File: src/rtl/spt_pkg.sv
// shared constants and types of the shaft position tracker
package spt_pkg;

  // ==========================================================
  // angle and revolution geometry
  localparam int unsigned ANGLE_WIDTH = 15;                 // bits of one turn
  localparam int unsigned ANGLE_STEPS = 32768;              // steps per 360 degrees
  localparam logic [14:0] ANGLE_MAX   = 15'h7fff;           // last step before wrap
  localparam logic [14:0] ANGLE_RESET = 15'h0000;           // power-up reference zero
  localparam int unsigned REV_WIDTH   = 32;                 // revolution counter width
  localparam int unsigned DATA_WIDTH  = 32;                 // register bus data width
  localparam int unsigned ADDR_WIDTH  = 8;                  // register bus byte address

  // ==========================================================
  // register offsets (byte addresses)
  localparam logic [7:0] OFS_CTRL     = 8'h00;              // encoder on, zero selector
  localparam logic [7:0] OFS_CMD      = 8'h04;              // angle-zero command
  localparam logic [7:0] OFS_ANGLE    = 8'h08;              // shaft angle, read only
  localparam logic [7:0] OFS_REVS     = 8'h0c;              // revolution count, read only
  localparam logic [7:0] OFS_STATUS   = 8'h10;              // index seen, read only
  localparam logic [7:0] OFS_IRQ_STAT = 8'h14;              // sticky events, write one to clear
  localparam logic [7:0] OFS_IRQ_MASK = 8'h18;              // event enables

  // ==========================================================
  // field positions and reset values
  localparam int unsigned CTRL_ENC_ON_BIT = 0;              // encoder-on setting
  localparam int unsigned CTRL_SEL_LSB    = 1;              // zero selector, two bits
  localparam int unsigned CMD_ZERO_BIT    = 0;              // angle-zero command
  localparam int unsigned STAT_SEEN_BIT   = 0;              // index-seen flag
  localparam logic        ENC_ON_RESET    = 1'b0;           // encoder off after reset
  localparam logic [1:0]  SEL_RESET       = 2'h1;           // index zeroing after reset
  localparam logic        SEEN_RESET      = 1'b0;           // not detected after reset
  localparam logic [31:0] REV_RESET       = 32'h0000_0000;  // revolutions after reset

  // ==========================================================
  // interrupt event bits
  localparam int unsigned IRQ_COUNT    = 4;                 // number of events
  localparam int unsigned IRQ_WRAP_FWD = 0;                 // forward wrap
  localparam int unsigned IRQ_WRAP_BWD = 1;                 // backward wrap
  localparam int unsigned IRQ_ZEROED   = 2;                 // angle was zeroed
  localparam int unsigned IRQ_REF      = 3;                 // index reference gained
  localparam logic [3:0]  IRQ_RESET    = 4'h0;              // status and mask reset

  // zero selector codes
  typedef enum logic [1:0] {
    SPT_SEL_NONE  = 2'b00,                                  // no index or command zeroing
    SPT_SEL_INDEX = 2'b01,                                  // zero on index pulse
    SPT_SEL_SOFT  = 2'b10,                                  // zero on software command
    SPT_SEL_RSVD  = 2'b11                                   // behaves as none
  } spt_zsel_type;

endpackage : spt_pkg

File: src/rtl/spt_track_if.sv
// link between the tracker control and its angle accumulator
`timescale 1ns/1ps
`default_nettype none
interface spt_track_if;
  logic        step;                                        // one encoder step
  logic        dir;                                         // 1 forward, 0 backward
  logic        zero;                                        // clear angle this cycle
  logic [14:0] angle;                                       // current shaft angle
  logic        wrap_fwd;                                    // pulse, 32767 to 0
  logic        wrap_bwd;                                    // pulse, 0 to 32767
  modport ctrl (output step, output dir, output zero,
                input angle, input wrap_fwd, input wrap_bwd);
  modport counter (input step, input dir, input zero,
                   output angle, output wrap_fwd, output wrap_bwd);
endinterface : spt_track_if
`default_nettype wire

File: src/rtl/spt_tracker.sv
// top of the shaft position tracker: registers, zeroing, revolutions
`timescale 1ns/1ps
`default_nettype none

module spt_tracker #(
  parameter int unsigned REV_W = spt_pkg::REV_WIDTH         // revolution counter width
) (
  input  wire logic        mclk,                            // system clock, 200 MHz
  input  wire logic        rstn,                            // async reset, active low
  input  wire logic        enc_step,                        // one decoded encoder step
  input  wire logic        enc_dir,                         // 1 forward, 0 backward
  input  wire logic        enc_index,                       // index pulse, one cycle
  input  wire logic [7:0]  reg_addr,                        // register byte address
  input  wire logic [31:0] reg_wdata,                       // register write data
  input  wire logic        reg_wr,                          // write strobe
  input  wire logic        reg_rd,                          // read strobe
  output logic      [31:0] reg_rdata,                       // read data, next cycle
  output logic             irq                              // level interrupt
);

  // ==========================================================
  // helper functions

  // widen a field into a bus word with zeros above
  function automatic logic [31:0] spt_pad15(input logic [14:0] v);
    spt_pad15 = {17'h00000, v};
  endfunction : spt_pad15

  // match a bus access against one offset
  function automatic logic spt_hit(input logic [7:0] a, input logic [7:0] ofs);
    spt_hit = (a == ofs);
  endfunction : spt_hit

  // ==========================================================
  // declarations

  spt_track_if trk ();                                      // link to the accumulator

  logic                    enc_on_q;                        // encoder-on setting
  logic                    enc_on_d;                        // next encoder-on
  spt_pkg::spt_zsel_type   zsel_q;                          // zero selector
  spt_pkg::spt_zsel_type   zsel_d;                          // next zero selector
  logic signed [REV_W-1:0] revs_q;                          // revolution count
  logic signed [REV_W-1:0] revs_d;                          // next revolution count
  logic                    seen_q;                          // index-seen flag
  logic                    seen_d;                          // next index-seen flag
  logic [31:0]             rdata_q;                         // read data register
  logic [31:0]             rdata_d;                         // next read data
  logic [spt_pkg::IRQ_COUNT-1:0] irq_status;                // sticky event bits
  logic [spt_pkg::IRQ_COUNT-1:0] irq_mask;                  // event enable bits
  logic [spt_pkg::IRQ_COUNT-1:0] irq_events;                // event pulses

  // ==========================================================
  // register address decode

  wire wr_ctrl  = reg_wr & spt_hit(reg_addr, spt_pkg::OFS_CTRL);
  wire wr_cmd   = reg_wr & spt_hit(reg_addr, spt_pkg::OFS_CMD);
  wire wr_istat = reg_wr & spt_hit(reg_addr, spt_pkg::OFS_IRQ_STAT);
  wire wr_imask = reg_wr & spt_hit(reg_addr, spt_pkg::OFS_IRQ_MASK);

  // new control values carried by a write to the control register
  wire       new_enc_on = reg_wdata[spt_pkg::CTRL_ENC_ON_BIT];
  wire [1:0] new_sel    = reg_wdata[spt_pkg::CTRL_SEL_LSB +: 2];

  // ==========================================================
  // zeroing sources

  // index zeroing only under selector 1
  wire zero_by_index = enc_index & (zsel_q == spt_pkg::SPT_SEL_INDEX);

  // software zeroing only under selector 2
  wire zero_by_cmd   = wr_cmd & reg_wdata[spt_pkg::CMD_ZERO_BIT]
                       & (zsel_q == spt_pkg::SPT_SEL_SOFT);

  // any change of encoder-on, either direction
  wire zero_by_enc   = wr_ctrl & (new_enc_on != enc_on_q);

  // all sources merge; zeroing beats a step in the same cycle
  wire zero_any      = zero_by_index | zero_by_cmd | zero_by_enc;

  // ==========================================================
  // drive the accumulator

  // steps count only while the encoder is switched on
  assign trk.step = enc_step & enc_on_q;
  assign trk.dir  = enc_dir;
  assign trk.zero = zero_any;

  // modulo 32768 accumulation lives in the counter
  spt_angle_counter u_angle (
    .mclk (mclk),
    .rstn (rstn),
    .trk  (trk.counter)
  );

  // ==========================================================
  // control register next values

  // control holds its value except on a write to its offset
  always_comb begin
    enc_on_d = enc_on_q;
    zsel_d   = zsel_q;
    if (wr_ctrl) begin
      enc_on_d = new_enc_on;
      zsel_d   = spt_pkg::spt_zsel_type'(new_sel);
    end
  end

  // control storage; the selector comes up as index zeroing
  always_ff @(posedge mclk or negedge rstn) begin
    if (!rstn) begin
      enc_on_q <= spt_pkg::ENC_ON_RESET;
      zsel_q   <= spt_pkg::spt_zsel_type'(spt_pkg::SEL_RESET);
    end else begin
      enc_on_q <= enc_on_d;
      zsel_q   <= zsel_d;
    end
  end

  // ==========================================================
  // revolution counter

  // zeroing the angle leaves the turn count alone, since only the
  // wraps are counted; a forward and a backward wrap never meet
  always_comb begin
    revs_d = revs_q;
    if (trk.wrap_fwd) begin
      revs_d = revs_q + REV_W'(1);
    end else if (trk.wrap_bwd) begin
      revs_d = revs_q - REV_W'(1);
    end
  end

  // signed count, two's complement rolls over at its limits
  always_ff @(posedge mclk or negedge rstn) begin
    if (!rstn) revs_q <= REV_W'(spt_pkg::REV_RESET);
    else       revs_q <= revs_d;
  end

  // ==========================================================
  // index-seen flag

  // the reference is lost when a command or encoder toggle zeroes the angle
  // with no index in the same cycle, because the zero is then arbitrary
  always_comb begin
    seen_d = seen_q;
    // set only by a real index under selector 1
    if (zero_by_index) begin
      seen_d = 1'b1;
    end else if (zero_by_cmd | zero_by_enc) begin
      seen_d = 1'b0;
    end
  end

  always_ff @(posedge mclk or negedge rstn) begin
    if (!rstn) seen_q <= spt_pkg::SEEN_RESET;
    else       seen_q <= seen_d;
  end

  // ==========================================================
  // interrupt events

  // reference gained is the rising edge of the flag
  assign irq_events[spt_pkg::IRQ_WRAP_FWD] = trk.wrap_fwd;
  assign irq_events[spt_pkg::IRQ_WRAP_BWD] = trk.wrap_bwd;
  assign irq_events[spt_pkg::IRQ_ZEROED]   = zero_any;
  assign irq_events[spt_pkg::IRQ_REF]      = seen_d & ~seen_q;

  // sticky status, mask and the single level output
  spt_irq #(
    .N (spt_pkg::IRQ_COUNT)
  ) u_irq (
    .mclk    (mclk),
    .rstn    (rstn),
    .events  (irq_events),
    .clr_wr  (wr_istat),
    .mask_wr (wr_imask),
    .wdata   (reg_wdata[spt_pkg::IRQ_COUNT-1:0]),
    .status  (irq_status),
    .mask    (irq_mask),
    .irq     (irq)
  );

  // ==========================================================
  // read data selection

  // values seen by a read are those before any same-cycle update;
  // the command register reads as zero, unmapped offsets read zero
  always_comb begin
    rdata_d = 32'h0000_0000;
    if (reg_rd) begin
      unique case (reg_addr)
        spt_pkg::OFS_CTRL: begin
          rdata_d[spt_pkg::CTRL_ENC_ON_BIT]    = enc_on_q;
          rdata_d[spt_pkg::CTRL_SEL_LSB +: 2]  = zsel_q;
        end
        spt_pkg::OFS_ANGLE: begin
          rdata_d = spt_pad15(trk.angle);
        end
        spt_pkg::OFS_REVS: begin
          // sign extended so software sees a plain signed word
          rdata_d = 32'(revs_q);
        end
        spt_pkg::OFS_STATUS: begin
          // flag tells whether the angle is referenced
          rdata_d[spt_pkg::STAT_SEEN_BIT] = seen_q;
        end
        spt_pkg::OFS_IRQ_STAT: begin
          rdata_d[spt_pkg::IRQ_COUNT-1:0] = irq_status;
        end
        spt_pkg::OFS_IRQ_MASK: begin
          rdata_d[spt_pkg::IRQ_COUNT-1:0] = irq_mask;
        end
        default: begin
          rdata_d = 32'h0000_0000;
        end
      endcase
    end
  end

  // read data stand for the one cycle after the strobe, zero otherwise
  always_ff @(posedge mclk or negedge rstn) begin
    if (!rstn) rdata_q <= 32'h0000_0000;
    else       rdata_q <= rdata_d;
  end

  assign reg_rdata = rdata_q;

endmodule : spt_tracker
`default_nettype wire

File: src/rtl/spt_angle_counter.sv
// modulo-32768 shaft angle accumulator with wrap detection
`timescale 1ns/1ps
`default_nettype none
module spt_angle_counter (
  input  wire logic         mclk,                           // system clock
  input  wire logic         rstn,                           // async reset, active low
  spt_track_if.counter      trk                             // step in, angle out
);

  logic [14:0] angle_q;                                     // held angle
  logic [14:0] angle_d;                                     // next angle
  wire         at_max = (angle_q == spt_pkg::ANGLE_MAX);    // top of the turn
  wire         at_min = (angle_q == spt_pkg::ANGLE_RESET);  // bottom of the turn

  // ==========================================================
  // wrap events; a zeroing step is not a wrap
  assign trk.wrap_fwd = trk.step & trk.dir & at_max & ~trk.zero;
  assign trk.wrap_bwd = trk.step & ~trk.dir & at_min & ~trk.zero;

  // ==========================================================
  // next angle; natural 15-bit overflow gives the modulo
  always_comb begin
    angle_d = angle_q;
    if (trk.zero) begin
      angle_d = spt_pkg::ANGLE_RESET;
    end else if (trk.step) begin
      angle_d = trk.dir ? 15'(angle_q + 15'h0001) : 15'(angle_q - 15'h0001);
    end
  end

  always_ff @(posedge mclk or negedge rstn) begin
    if (!rstn) angle_q <= spt_pkg::ANGLE_RESET;
    else       angle_q <= angle_d;
  end

  assign trk.angle = angle_q;

endmodule : spt_angle_counter
`default_nettype wire

File: src/rtl/spt_irq.sv
// sticky event status with mask and one level interrupt
`timescale 1ns/1ps
`default_nettype none
module spt_irq #(
  parameter int unsigned N = 4                              // number of events
) (
  input  wire logic         mclk,                           // system clock
  input  wire logic         rstn,                           // async reset, active low
  input  wire logic [N-1:0] events,                         // one-cycle event pulses
  input  wire logic         clr_wr,                         // write to status
  input  wire logic         mask_wr,                        // write to mask
  input  wire logic [N-1:0] wdata,                          // write data
  output logic      [N-1:0] status,                         // sticky bits
  output logic      [N-1:0] mask,                           // enable bits
  output logic              irq                             // level interrupt
);

  logic [N-1:0] stat_q;                                     // sticky status
  logic [N-1:0] mask_q;                                     // mask register
  // a new event beats a write-one-to-clear in the same cycle
  wire  [N-1:0] stat_d = (stat_q & ~(clr_wr ? wdata : '0)) | events;

  // ==========================================================
  // status and mask storage
  always_ff @(posedge mclk or negedge rstn) begin
    if (!rstn) begin
      stat_q <= '0;
      mask_q <= '0;
    end else begin
      stat_q <= stat_d;
      if (mask_wr) mask_q <= wdata;
    end
  end

  assign status = stat_q;
  assign mask   = mask_q;
  assign irq    = |(stat_q & mask_q);

endmodule : spt_irq
`default_nettype wire

File: config.mk
export PLATFORM = sky130hd
export DESIGN_NAME = spt_tracker
export DESIGN_NICKNAME = d
export VERILOG_FILES = /design/src/rtl/spt_pkg.sv /design/src/rtl/spt_track_if.sv /design/src/rtl/spt_tracker.sv /design/src/rtl/spt_angle_counter.sv /design/src/rtl/spt_irq.sv
export SDC_FILE = /design/constraint.sdc
export NUM_CORES = 1
export LEC_CHECK = 0
export ABC_AREA = 0
export BUFFER_PORTS_ARGS = -buffer_cell sky130_fd_sc_hd__buf_2
export CAP_MARGIN = 30
export CORE_MARGIN = 3
export CORE_UTILIZATION = 55
export CTS_CLUSTER_DIAMETER = 150
export DETAILED_ROUTE_END_ITERATION = 8
export HOLD_SLACK_MARGIN = 0.15
export PLACE_DENSITY = 0.75
export SLEW_MARGIN = 20
export SYNTH_ARGS = -nofsm -noshare
export SYNTH_HDL_FRONTEND = slang
export SYNTH_SLANG_ARGS = --single-unit
File: constraint.sdc
create_clock -name mclk -period 5.1 [get_ports mclk]
set_clock_uncertainty 0.05 [all_clocks]
set_input_delay 0.255 -clock mclk [delete_from_list [all_inputs] [get_ports mclk]]
set_output_delay 0.255 -clock mclk [all_outputs]
set_load 0.02 [all_outputs]
-- Yosys cells after proc, flatten, opt, wreduce, memory -nomap -nowiden
Cells that the tools add are included.
- flip-flop bits (word level): 91
- latch bits: 0
- memory bits (writable): 0
- memory bits (read-only): 0
- input bits: 47
- output and inout bits: 33
- memories kept: 0
- $add $sub $neg: 4
- multiply operators: 0
- divide/modulo/power cells: 0
- magnitude comparators: 0
- equality and inequality tests: 10
- shift-type cells: 0
- muxes and demuxes: 13
- bitwise operators: 26
- reductions and logical operators: 5
- operator list (cell ; number):
    $mux W32 ; 3
    $pmux W28 S2 ; 1
    $mux W15 ; 3
    $add A32 B2 Y32 const B ; 1
    $sub A32 B2 Y32 const B ; 1
    $eq A8 B5 Y1 const B ; 3
    $and A1 B1 Y1 ; 16
    $eq A8 B4 Y1 const B ; 2
    $add A15 B1 Y15 const B ; 1
    $eq A15 B15 Y1 const B ; 1
    $logic_not A15 Y1 ; 1
    $sub A15 B1 Y15 const B ; 1
    $pmux W2 S5 ; 1
    $and A4 B4 Y4 ; 2
    $eq A8 B3 Y1 const B ; 1
    $logic_not A8 Y1 ; 1
    $pmux W1 S6 ; 1
    $mux W4 ; 1
    $not A4 Y4 ; 1
    $or A4 B4 Y4 ; 1
    $pmux W1 S4 ; 1
    $reduce_bool A2 Y1 ; 2
    $reduce_or A4 Y1 ; 1
    $not A1 Y1 ; 3
    other kinds (5) ; 8

-- Longest topological paths before layout
Gate-level depths: netlist (run 1).
- depth in word-level cells: 10
- mapped depth: 18
- mapped depth without buffers: 17

-- Cells and area by module
Synthesis (run 1) repeated with hierarchy kept, for this count alone.
- cell total of the unflattened synthesis: 651
- area, all modules: 6002.0 um^2
- modules (own cells, without submodules) (module ; instances ; cells each ; area each (um^2) ; sequential area each (um^2)):
    spt_tracker ; 1 ; 486 ; 4408.0 ; 1702.9
    spt_angle_counter ; 1 ; 142 ; 1285.0 ; 375.4
    spt_irq ; 1 ; 23 ; 309.0 ; 200.2

-- Least setup slack after synthesis (run 1)
Ideal clock, no wire load.
- path type: reg2reg
- start: reg zsel_q[0]
- end: reg revs_q[30]
- setup time: 0.121 ns
- data arrival time: 3.785 ns
- slack: 1.144 ns
- stages on the path, launching flop included: 17
- path buffers: 0
- period minus slack after synthesis: 3.956 ns
- cells stage by stage: dfstp_2 -> nand4b_1 -> o21ai_0 -> nand4_1 -> nand2_1 -> nor2_1 -> nand2_1 -> ha_1 -> nor2b_4 -> o31a_1 -> o21ai_2 -> o21ai_2 -> a31oi_4 -> o21ai_2 -> a311oi_2 -> xor2_1 -> o21ai_1
- cells in the longest elaborated chain, start to end: 7
- elaborated cells between the ends (all ways): 11
- those cells by class: 2 x eq/ne; 1 x mux; 7 x bitwise; 1 x reduce/logical
- ends and longest elaborated chain (what ; line ; text):
    start: declaration ; spt_tracker.sv:41 ; spt_pkg::spt_zsel_type zsel_q;
    start signal: assignment ; spt_tracker.sv:113 ; zsel_q <= spt_pkg::spt_zsel_type'(spt_pkg::SEL_RESET);
    start signal: assignment ; spt_tracker.sv:116 ; zsel_q <= zsel_d;
    $eq A2 B1 Y1 / $eq A2 B2 Y1 (equally long branches) ; spt_tracker.sv:69, spt_tracker.sv:73 ;
    $and A1 B1 Y1, on equally long branches ; spt_tracker.sv:69, spt_tracker.sv:73 ;
    $or A1 B1 Y1 * (2 in a row) ; spt_tracker.sv:79 ; wire zero_any = zero_by_index | zero_by_cmd | zero_by_enc;
    $not A1 Y1 * ; spt_angle_counter.sv:17, spt_angle_counter.sv:18 ;
    $and A1 B1 Y1, on equally long branches ; spt_angle_counter.sv:17, spt_angle_counter.sv:18 ;
    $mux W32 / $reduce_bool A2 Y1 (equally long branches) ; - ;
    end signal: assignment ; spt_tracker.sv:136 ; if (!rstn) revs_q <= REV_W'(spt_pkg::REV_RESET);
    end signal: assignment ; spt_tracker.sv:137 ; else revs_q <= revs_d;
    end: declaration ; spt_tracker.sv:43 ; logic signed [REV_W-1:0] revs_q;
Mark *: on every way between the ends. The rest lies on a longest branch, timed or not.
A chain may end at the register's enable or synchronous reset.

-- Worst setup path in the final report (run 1)
- start: in reg_wdata[0]
- end: reg revs_q[30]
- cells in the longest elaborated chain, start to end: 7
- elaborated cells between the ends (all ways): 11
- those cells by class: 1 x eq/ne; 1 x mux; 8 x bitwise; 1 x reduce/logical
- ends and longest elaborated chain (what ; line ; text):
    start: declaration ; spt_tracker.sv:14 ; input wire logic [31:0] reg_wdata,
    $and A1 B1 Y1 ; spt_tracker.sv:72 ; wire zero_by_cmd = wr_cmd & reg_wdata[spt_pkg::CMD_ZERO_BIT]
    $and A1 B1 Y1 ; spt_tracker.sv:73 ; & (zsel_q == spt_pkg::SPT_SEL_SOFT);
    $or A1 B1 Y1 ; spt_tracker.sv:79 ;
    $or A1 B1 Y1 * ; spt_tracker.sv:79 ;
    $not A1 Y1 * ; spt_angle_counter.sv:17, spt_angle_counter.sv:18 ;
    $and A1 B1 Y1, on equally long branches ; spt_angle_counter.sv:17, spt_angle_counter.sv:18 ;
    $mux W32 / $reduce_bool A2 Y1 (equally long branches) ; - ;
Marked as above.

==> reports/qor.yml, run 1 <==
postCtsResizedCells: 0
h-tree-depth: 3
grt_pass1_vias: 4828
area_delta_synth_final_pct: 9.545
setup_violations: 0
drc: 0
cts_tree: "yes"
netlist_instances: 654
ir_worst_vdd_uv: 228.1
power_density_mw_per_mm2: 527.9
top_usage_layer: "met2"
endpoint_kind: "register"
crit_required_ps: 5290
crit_chain: "dlygate4sd3_1, buf_2, xnor2_1, o21ai_0, nand4_1, nand2_1, nor2_1, nand2_1, buf_4, buf_4, ha_1, a21o_1, a21oi_1, and2b_2, a311oi_1, o21ai_2, a311oi_2, xor2_1, o21ai_1"
syn_nets: 746
cts.hold.buffers_added: 6
grt_pass1_wl_um: 22860
antenna_cells: 0
synthFlopType: "dfrtp_1"
tns_ps: 0
port_buffers: 51
drive_gt1_share_pct: 15.48
hold_path.class: "input pin to register"
ios: 80
yosys.area_share.xor_xnor_pct: 6.140
holdWs_ps: 194.7
layout.cells.most_common: "nand2_1"
crit_fanout: 22
drtPass1Iterations: 5
holdCritStartpoint: "reg_wr"
die_h_um: 110.4
p_leak_uw: 0.003307
dp_hpwl_um: 9519
clk_path_buf_depth: 2
hold_depth: 4
synth-simple-area-share_pct: 18.57
cts.clk_slew.worst_paths_ps: 90
fmax_mhz: 244.3
gp_congestion: 0.9531
arrival_ps: 4280
routedWlPerCell_um: 16.08
use_met1_pct: 32.40
synth_compound_area_share_pct: 21.18
ys_types: 71
synth_adder_area_share_pct: 9.649
detail_route.iter0.violations: 429
synth-seq-cells: 91
slew_violations: 0
yosys_warnings: 0
routed_via_density: 5.939
nets: 791
fin_cells: 840
grt_max_degree: 62
overflow: 0
clock_latency_ps: 370
initial_core_util_pct: 57.26
root_buffer: "clkbuf_8"
placed_area_mm2: 0.006282
crit_type: "input pin to register"
outcome: "complete, no violations"
synth_top_family_by_area: "compound AO/OA/AOI/OAI gates"
met2_usage_pct: 38.43
wl_um: 13510
ys_async_sr_fraction_pct: 100.0
grt_use_met3_pct: 3.436
syn-cell-area_mm2: 0.005991
r2r_end: "revs_q[30]"
syn_avg_cell_area_um2: 9.160
cts_setup_buffers: 0
startpoint_type: "input pin"
crit_slowest_cell: "dlygate4sd3_1"
rsz0062_at_grt: "no"
antenna_found_initial: 0
die_area_mm2: 0.01218
cp_slowest_stage_delay_ps: 530
finalPower_uw: 3464
die_x_um: 110.4
synth.mux.area_fraction_pct: 2.026
hold_violations: 0
cts_sinks: 91
core_area_mm2: 0.01046
mostFrequentLayoutCells: "nand2_1 (92), dfrtp_1 (90), a21oi_1 (51)"
r2r_cells: 17
dp_cells: 818
synth_edf_count: 0
maxCapViolCount: 0
relSlewSlack_pct: 40.09
yosysSeqAreaShare_pct: 38.03
r2r_slack_ps: 1050
rr_startpoint: "zsel_q[0]"
numCtsBuffers: 9
rows: 37
fin_area_mm2: 0.006563
worst_pin_slew_ps: 891.8
min_to: "u_irq.status[3]"
via_count: 4989
min_period_over_period_pct: 80.25
ant_nets: 0
grt_util_all_layers_pct: 23.60
finalCriticalPeriod_ps: 4093
worst max path at each step:
stage,end,cells past startpoint,startpoint
after floorplan,revs_q[30],16,zsel_q[0]
after global placement,revs_q[30],17,zsel_q[0]
after detailed placement,revs_q[30],17,zsel_q[0]
after CTS,revs_q[30],19,reg_wdata[0]
after global routing,revs_q[30],19,reg_wdata[0]
final,revs_q[30],19,reg_wdata[0]
registers in the layout, summed over array words and instances (netlist names):
| register | flops |
|---|---|
| enc_on_q | 1 |
| reg_rdata | 32 |
| revs_q | 32 |
| seen_q | 1 |
| u_angle.trk.angle | 15 |
| u_irq.mask | 4 |
| u_irq.status | 4 |
| zsel_q | 2 |
where the power goes:
group,switching (µW),total [µW],internal (µW),leakage (µW)
registers,144,981,837,0.00124
logic,1050,1940,886,0.00195
clock network,257,547,290,0.000111
synthesized netlist by cell type, types with 2 or more instances:
cell type  instances  area (µm²)
buf_2              5       25.02
xnor2_1           22       192.7
nor2b_1           19       118.9
a22oi_1           13       97.59
and2_1             2       12.51
inv_1             16       60.06
nand2_1           92       345.3
nand4_1            9       56.30
o21ai_1           13       65.06
or3_1              2       12.51
xor2_1            20       175.2
a31oi_1            7       43.79
nand3b_1           3       22.52
ha_1              43       538.0
o21ai_0           44       220.2
nor3_1             8       40.04
o211ai_1           5       37.54
fa_1               2       40.04
a21oi_2            3       26.28
o21bai_1           3       22.52
nand3_1           19       95.09
a21oi_1           51       255.2
mux2i_1            2       20.02
or2_2              2       12.51
nor4_1             8       50.05
clkbuf_1          15       56.30
o21a_1             6       45.04
a211oi_1           5       37.54
a222oi_1           4       40.04
buf_6              8       90.09
and3_1            22       137.6
dfrtp_1           90        2252
o21ai_2            5       43.79
and3_2             3       22.52
mux2_2             9       101.4
a21o_1            17       127.6
nor2_1            23       86.33
kinds of logic after synthesis:
| kind of cell | count (synthesis) |
|---|---|
| simple gates | 223 |
| compound gates | 195 |
| flops | 91 |
| buf+inv | 47 |
| fa+ha+maj | 45 |
| xor+xnor | 42 |
| mux | 11 |
layer usage:
metal / share of wire (%) / vias up
met4: 1.8 / 0
met2: 47 / 135
met5: 0 / -
met1: 47 / 2375
li1: - / 2457
met3: 4.2 / 22
worst max-delay path: cells and delay by family:
family | cells | cell delay (ps)
buffers and inverters | 4 | 1160
AOI/OAI and AO/OA | 7 | 1250
and+or+nand+nor | 5 | 910
adders and majority gates | 1 | 390
xor gates and xnor gates | 2 | 320
final cells by class:
class / count / area [µm²]
flip-flops and latches: 91 / 2278
clock buffers: 12 / 145.1
fillers: 901 / 3900
multi-input cells: 516 / 3457
well taps: 136 / 170.2
repair buffers: 65 / 377.9
inverters: 16 / 60.06
clock inverters: 4 / 73.82
per-stage QoR:
step	util (%)	worst slack [ps]
floorplan	-	1144
finish	62.72	1007
CTS	62.71	1012
global placement	60.05	1237
global route	62.72	690.3
detailed placement	60.05	1155
No activity file was read; power rests on OpenSTA's default activity.
==> inputs of run 2 (changes only) <==
--- a/config.mk
+++ b/config.mk
@@ -9,7 +9,7 @@
 export BUFFER_PORTS_ARGS = -buffer_cell sky130_fd_sc_hd__buf_2
 export CAP_MARGIN = 30
 export CORE_MARGIN = 3
-export CORE_UTILIZATION = 55
+export CORE_UTILIZATION = 53
 export CTS_CLUSTER_DIAMETER = 150
 export DETAILED_ROUTE_END_ITERATION = 8
 export HOLD_SLACK_MARGIN = 0.15
==> constraint.sdc (replaced) <==
create_clock -name mclk -period 3.75 [get_ports mclk]
set_clock_uncertainty 0.05 [all_clocks]
set_input_delay 0.1875 -clock mclk [delete_from_list [all_inputs] [get_ports mclk]]
set_output_delay 0.1875 -clock mclk [all_outputs]
set_load 0.02 [all_outputs]
==> run 2 against run 1 <==
  * Critical path depth shrank 2
  * Global-route usage shrank 0.99 points
  * Highest routed layer unchanged
  * Worst setup slack lost 810 ps
  * Combinational power grew 49%
  * Non-clock buffer count grew 21
  * First-iteration DRC count shrank 33%
  * Utilization grew 0.38 points
==> reports/qor.yml, run 2 (same netlist as run 1, synthesis figures left out) <==
rows: 38  # was 37
fillCellCount: 902  # was 901
setup_violations: 0  # unchanged
hold_violations: 0  # unchanged
fin_cells: 865  # was 840
core_area_mm2: 0.01094  # was 0.01046 mm²
relSlewSlack_pct: 51.38  # was 40.09%
ir_worst_vdd_uv: 430.8  # was 228.1 µV
dp_hpwl_um: 9984  # was 9519 µm
drc: 0  # unchanged
gp_congestion: 0.9053  # was 0.9531
fmax_mhz: 281.3
routed_via_density: 5.854  # was 5.939
detail_route.iter0.violations: 286  # was 429
port_buffers: 51  # unchanged
swShare_pct: 41.29  # was 41.89%
finalPower_uw: 5112  # was 3464 µW
drive_gt1_share_pct: 19.31  # was 15.48%
root_buffer: "clkbuf_16"  # was clkbuf_8
outcome: "complete, no violations"  # unchanged
cts_tree: "yes"  # unchanged
crit_fanout: 8  # was 22
grt_max_degree: 73  # was 62
clockPowerShare_pct: 18.0  # was 15.8%
clk_path_buf_depth: 2  # unchanged
holdWs_ps: 190.6  # was 194.7 ps
placed_area_mm2: 0.006402  # was 0.006282 mm²
nets: 812  # was 791
antenna_found_initial: 0  # unchanged
worst_pin_slew_ps: 723.8  # was 891.8 ps
clock_latency_ps: 350  # was 370 ps
routedWlPerCell_um: 15.92  # was 16.08 µm
die_h_um: 112.3  # was 110.4 µm
switching_power_uw: 2111  # was 1451 µW
h-tree-depth: 3  # unchanged
wl_um: 13770  # was 13510 µm
startpoint_type: "register"  # was input pin
ant_nets: 0  # unchanged
ios: 80  # unchanged
overflow: 0  # unchanged
grt_pass1_wl_um: 23670  # was 22860 µm
endpoint_kind: "register"  # unchanged
rsz0062_at_grt: "yes"  # was no
arrival_ps: 3730  # was 4280 ps
internal-power_uw: 3001  # was 2013 µW
seq_power_share_pct: 25.4  # was 28.3%
initial_core_util_pct: 54.78  # was 57.26%
maxCapViolCount: 0  # unchanged
fin_util_pct: 63.10  # was 62.72%
die_area_mm2: 0.01261  # was 0.01218 mm²
antenna_cells: 0  # unchanged
combPwrFrac_pct: 56.6  # was 55.9%
power_density_mw_per_mm2: 740.9  # was 527.9 mW/mm²
cts_sinks: 91  # unchanged
min_period_over_period_pct: 94.80
multi_input_area_mm2: 0.003525  # was 0.003457 mm²
seqCellArea_mm2: 0.002278  # unchanged
slew_violations: 0  # unchanged
drtPass1Iterations: 5  # unchanged
mostFrequentLayoutCells: "nand2_1 (90), dfrtp_1 (90), a21oi_1 (50), buf_2 (50), o21ai_0 (42)"  # was nand2_1 (92), dfrtp_1 (90), a21oi_1 (51)
die_x_um: 112.3  # was 110.4 µm
finalCriticalPeriod_ps: 3555
hold_path.class: "input pin to asynchronous set/reset pin"  # was input pin to register
numCtsBuffers: 9  # unchanged
grt_pass1_vias: 5012  # was 4828
grt_util_all_layers_pct: 22.61  # was 23.60%
area_delta_synth_final_pct: 15.18  # was 9.545%
p_leak_uw: 0.003484  # was 0.003307 µW
dp_cells: 837  # was 818
via_count: 5064  # was 4989
crit_required_ps: 3930  # was 5290 ps
crit_type: "register to register"  # was input pin to register
fin_area_mm2: 0.006900  # was 0.006563 mm²
cts.clk_slew.worst_paths_ps: 70  # was 90 ps
[run 2: routing by layer]
layer / GRT usage, % / part of all wire (%) / vias to the layer above
li1: - / - / 2505
met1: 30.95 / 46 / 2416
met2: 37.03 / 48 / 117
met3: 3.450 / 3.9 / 26
met4: 7.372 / 2.1 / 0
met5: 0 / 0 / -
[run 2: final cells by class]
type	instances	share of cell area [%]
inverters	16	0.8704
clock buffers	9	3.264
well taps	140	2.539
repair buffers	86	8.123
flip-flops and latches	91	33.02
multi-input cells	516	51.08
clock inverters	7	1.106
[run 2: final timing paths]
| check | start | endpoint | slack [ps] | cells after the start |
|---|---|---|---|---|
| worst min-delay path | rstn | u_irq.mask[0] | 190 | 2 |
| worst min register to register | revs_q[31] | revs_q[31] | 420 | 1 |
| min in group mclk | enc_dir | u_angle.trk.angle[1] | 190 | 3 |
| worst max register to register | zsel_q[0] | revs_q[30] | 200 | 17 |
| worst max-delay path | zsel_q[0] | revs_q[30] | 200 | 17 |
| max in group asynchronous | rstn | reg_rdata[16] | 2610 | 4 |
[run 2: repair_timing]
action / CTS / global route
buffers inserted: 0 / 3
setup endpoints to repair: 5 / 15
pin swaps: 0 / 6
hold buffers: 8 / 0
hold endpoints to repair: 80 / 0
gates resized for setup: 1 / 15
[run 2: power groups by stage]
| stage | combinational, µW | clock [µW] | sequential [µW] |
|---|---|---|---|
| global route | 3200 | 980 | 1320 |
| CTS | 2730 | 937 | 1290 |
| detailed placement | 2700 | 0 | 1310 |
| finish | 2890 | 921 | 1300 |
| floorplan | 2210 | 0 | 1280 |
| global placement | 2640 | 0 | 1300 |
[run 2: per-stage QoR]
stage	TNS, ps	setup WS, ps
finish	0	195.2
CTS	0	21.49
detailed placement	-80.50	-58.10
floorplan	0	62.87
global placement	0	47.13
global route	-6.738	-5.128
[run 2: worst max-delay path, stage by stage, from the launching register on]
cell	delay (ps)
dfstp_2	550
nand4b_1	100
o21ai_0	80
nand4_1	110
nand2_2	100
nor2_4	160
nand2_4	110
buf_4	190
ha_1	330
nor2b_4	150
o31a_1	300
o21ai_2	180
o21ai_4	100
a31oi_4	230
o21ai_2	130
a311oi_2	320
xor2_1	170
o21ai_1	70
==> inputs of run 3 (changes only) <==
--- a/config.mk
+++ b/config.mk
@@ -14,6 +14,7 @@
 export DETAILED_ROUTE_END_ITERATION = 8
 export HOLD_SLACK_MARGIN = 0.15
 export PLACE_DENSITY = 0.75
+export RECOVER_POWER = 100
 export SLEW_MARGIN = 20
 export SYNTH_ARGS = -nofsm -noshare
 export SYNTH_HDL_FRONTEND = slang
==> run 3 against run 2 <==
  * Utilization fell by 0.74 points
  * Final cell count did not move
  * Die area did not move
  * Global-route usage did not move
  * Wire length rose by 0.24%
==> reports/qor.yml, run 3 (same netlist as run 1, synthesis figures left out) <==
drtPass1Iterations: 5  # unchanged
startpoint_type: "register"  # unchanged
routedWlPerCell_um: 15.96  # was 15.92 µm
port_buffers: 51  # unchanged
finalCriticalPeriod_ps: 3555  # about the same
outcome: "complete, no violations"  # unchanged
ir_worst_vdd_uv: 429.9  # was 430.8 µV
overflow: 0  # unchanged
holdCritStartpoint: "enc_dir"
r2r_end: "revs_q[30]"  # unchanged
cts_sinks: 91  # unchanged
hold_depth: 3
antenna_found_initial: 0  # unchanged
tns_ps: 0  # unchanged
clock_latency_ps: 350  # about the same
numCtsBuffers: 9  # unchanged
r2r_slack_ps: 200  # about the same
crit_fanout: 8  # unchanged
die_x_um: 112.3  # unchanged
cts_tree: "yes"  # unchanged
dp_hpwl_um: 9984  # unchanged
die_h_um: 112.3  # unchanged
gp_congestion: 0.9053  # unchanged
initial_core_util_pct: 54.78  # unchanged
hold_path.class: "input pin to register"  # was input pin to asynchronous set/reset pin
wl_um: 13810  # was 13770 µm
arrival_ps: 3730  # about the same
dp_cells: 837  # unchanged
fmax_mhz: 281.3  # about the same
grt_max_degree: 73  # unchanged
drive_gt1_share_pct: 14.21  # was 19.31%
area_delta_synth_final_pct: 13.83  # was 15.18%
crit_type: "register to register"  # unchanged
setup_violations: 0  # unchanged
mostFrequentLayoutCells: "nand2_1 (90), dfrtp_1 (90), a21oi_1 (50)"  # was nand2_1 (90), dfrtp_1 (90), a21oi_1 (50), buf_2 (50), o21ai_0 (42)
rsz0062_at_grt: "yes"  # unchanged
relSlewSlack_pct: 5.451  # was 51.38%
ios: 80  # unchanged
crit_required_ps: 3930  # about the same
endpoint_kind: "register"  # unchanged
finalPower_uw: 5092  # was 5112 µW
detail_route.iter0.violations: 300  # was 286
clk_path_buf_depth: 2  # unchanged
root_buffer: "clkbuf_16"  # unchanged
via_count: 5054  # was 5064
worst_pin_slew_ps: 1418  # was 723.8 ps
h-tree-depth: 3  # unchanged
nets: 812  # unchanged
antenna_cells: 0  # unchanged
r2r_cells: 17  # unchanged
drc: 0  # unchanged
p_leak_uw: 0.003314  # was 0.003484 µW
hold_violations: 0  # unchanged
cts.clk_slew.worst_paths_ps: 70  # about the same
grt_pass1_vias: 5012  # unchanged
rows: 38  # unchanged
fin_cells: 865  # unchanged
grt_pass1_wl_um: 23670  # unchanged
routed_via_density: 5.843  # was 5.854
ant_nets: 0  # unchanged
grt_util_all_layers_pct: 22.61  # unchanged
min_period_over_period_pct: 94.79  # was 94.80%
fillCellCount: 929  # was 902
maxCapViolCount: 0  # unchanged
holdWs_ps: 191.9  # was 190.6 ps
min_to: "u_angle.trk.angle[1]"
die_area_mm2: 0.01261  # unchanged
core_area_mm2: 0.01094  # unchanged
power_density_mw_per_mm2: 746.7  # was 740.9 mW/mm²
slew_violations: 0  # unchanged
rr_startpoint: "zsel_q[0]"  # unchanged
run 3: critical path: stages, from the launching register on:
cell	delay (ps)
dfstp_2	550
nand4b_1	100
o21ai_0	80
nand4_1	110
nand2_2	100
nor2_4	160
nand2_4	110
buf_4	190
ha_1	330
nor2b_4	150
o31a_1	300
o21ai_2	180
o21ai_4	100
a31oi_4	230
o21ai_2	130
a311oi_2	320
xor2_1	170
o21ai_1	70
run 3: power breakdown:
| group | leakage [µW] | internal (µW) | total [µW] | switching [µW] |
|---|---|---|---|---|
| registers | 0.00124 | 1140 | 1300 | 158 |
| clock network | 0.000142 | 520 | 920 | 400 |
| logic | 0.00193 | 1330 | 2870 | 1550 |
| total | 0.00331 | 2990 | 5090 | 2100 |
run 3: final cells by class:
cell class / instances / area [µm²] / area share (%)
Multi-Input combinational cell: 516 / 3525 / 51.69
Sequential cell: 91 / 2278 / 33.41
Timing Repair Buffer: 86 / 479.2 / 7.028
Clock buffer: 9 / 225.2 / 3.303
Tap cell: 140 / 175.2 / 2.569
Clock inverter: 7 / 76.32 / 1.119
Inverter: 16 / 60.06 / 0.8807
run 3: timing repair:
action | in CTS | in global routing
pin swaps | 0 | 6
setup buffers | 0 | 3
setup endpoints to repair | 5 | 15
gates resized for setup | 1 | 15
hold buffers | 8 | 0
hold endpoints to repair | 80 | 0
run 3: metal layers:
layer,global-route usage (%),share of wire [%],vias up,wire length [µm]
met1,30.95,46,2419,6384
li1,-,-,2503,-
met4,7.372,1.9,0,259
met2,37.03,48,110,6629
met5,0,0,-,0
met3,3.450,3.8,22,531
run 3: worst max-delay path by stage:
stage                                     start         end  slack [ps]  cells after the start
after global placement                zsel_q[0]  revs_q[30]          50                     17
final                                 zsel_q[0]  revs_q[30]         200                     17
after global routing                  zsel_q[0]  revs_q[30]          -5                     17
after floorplan                       zsel_q[0]  revs_q[30]          60                     16
after CTS                             zsel_q[0]  revs_q[30]          20                     17
after detailed placement  u_angle.trk.angle[13]  revs_q[30]         -60                     14
run 3: stage by stage:
step / utilization (%) / cell area [µm²] / setup WS (ps)
after floorplan: - / 5993 / 62.87
after global placement: 58.55 / 6402 / 47.13
after detailed placement: 58.55 / 6402 / -58.10
after CTS: 62.09 / 6790 / 21.49
after global routing: 62.36 / 6819 / -5.127
final: 62.36 / 6819 / 195.4
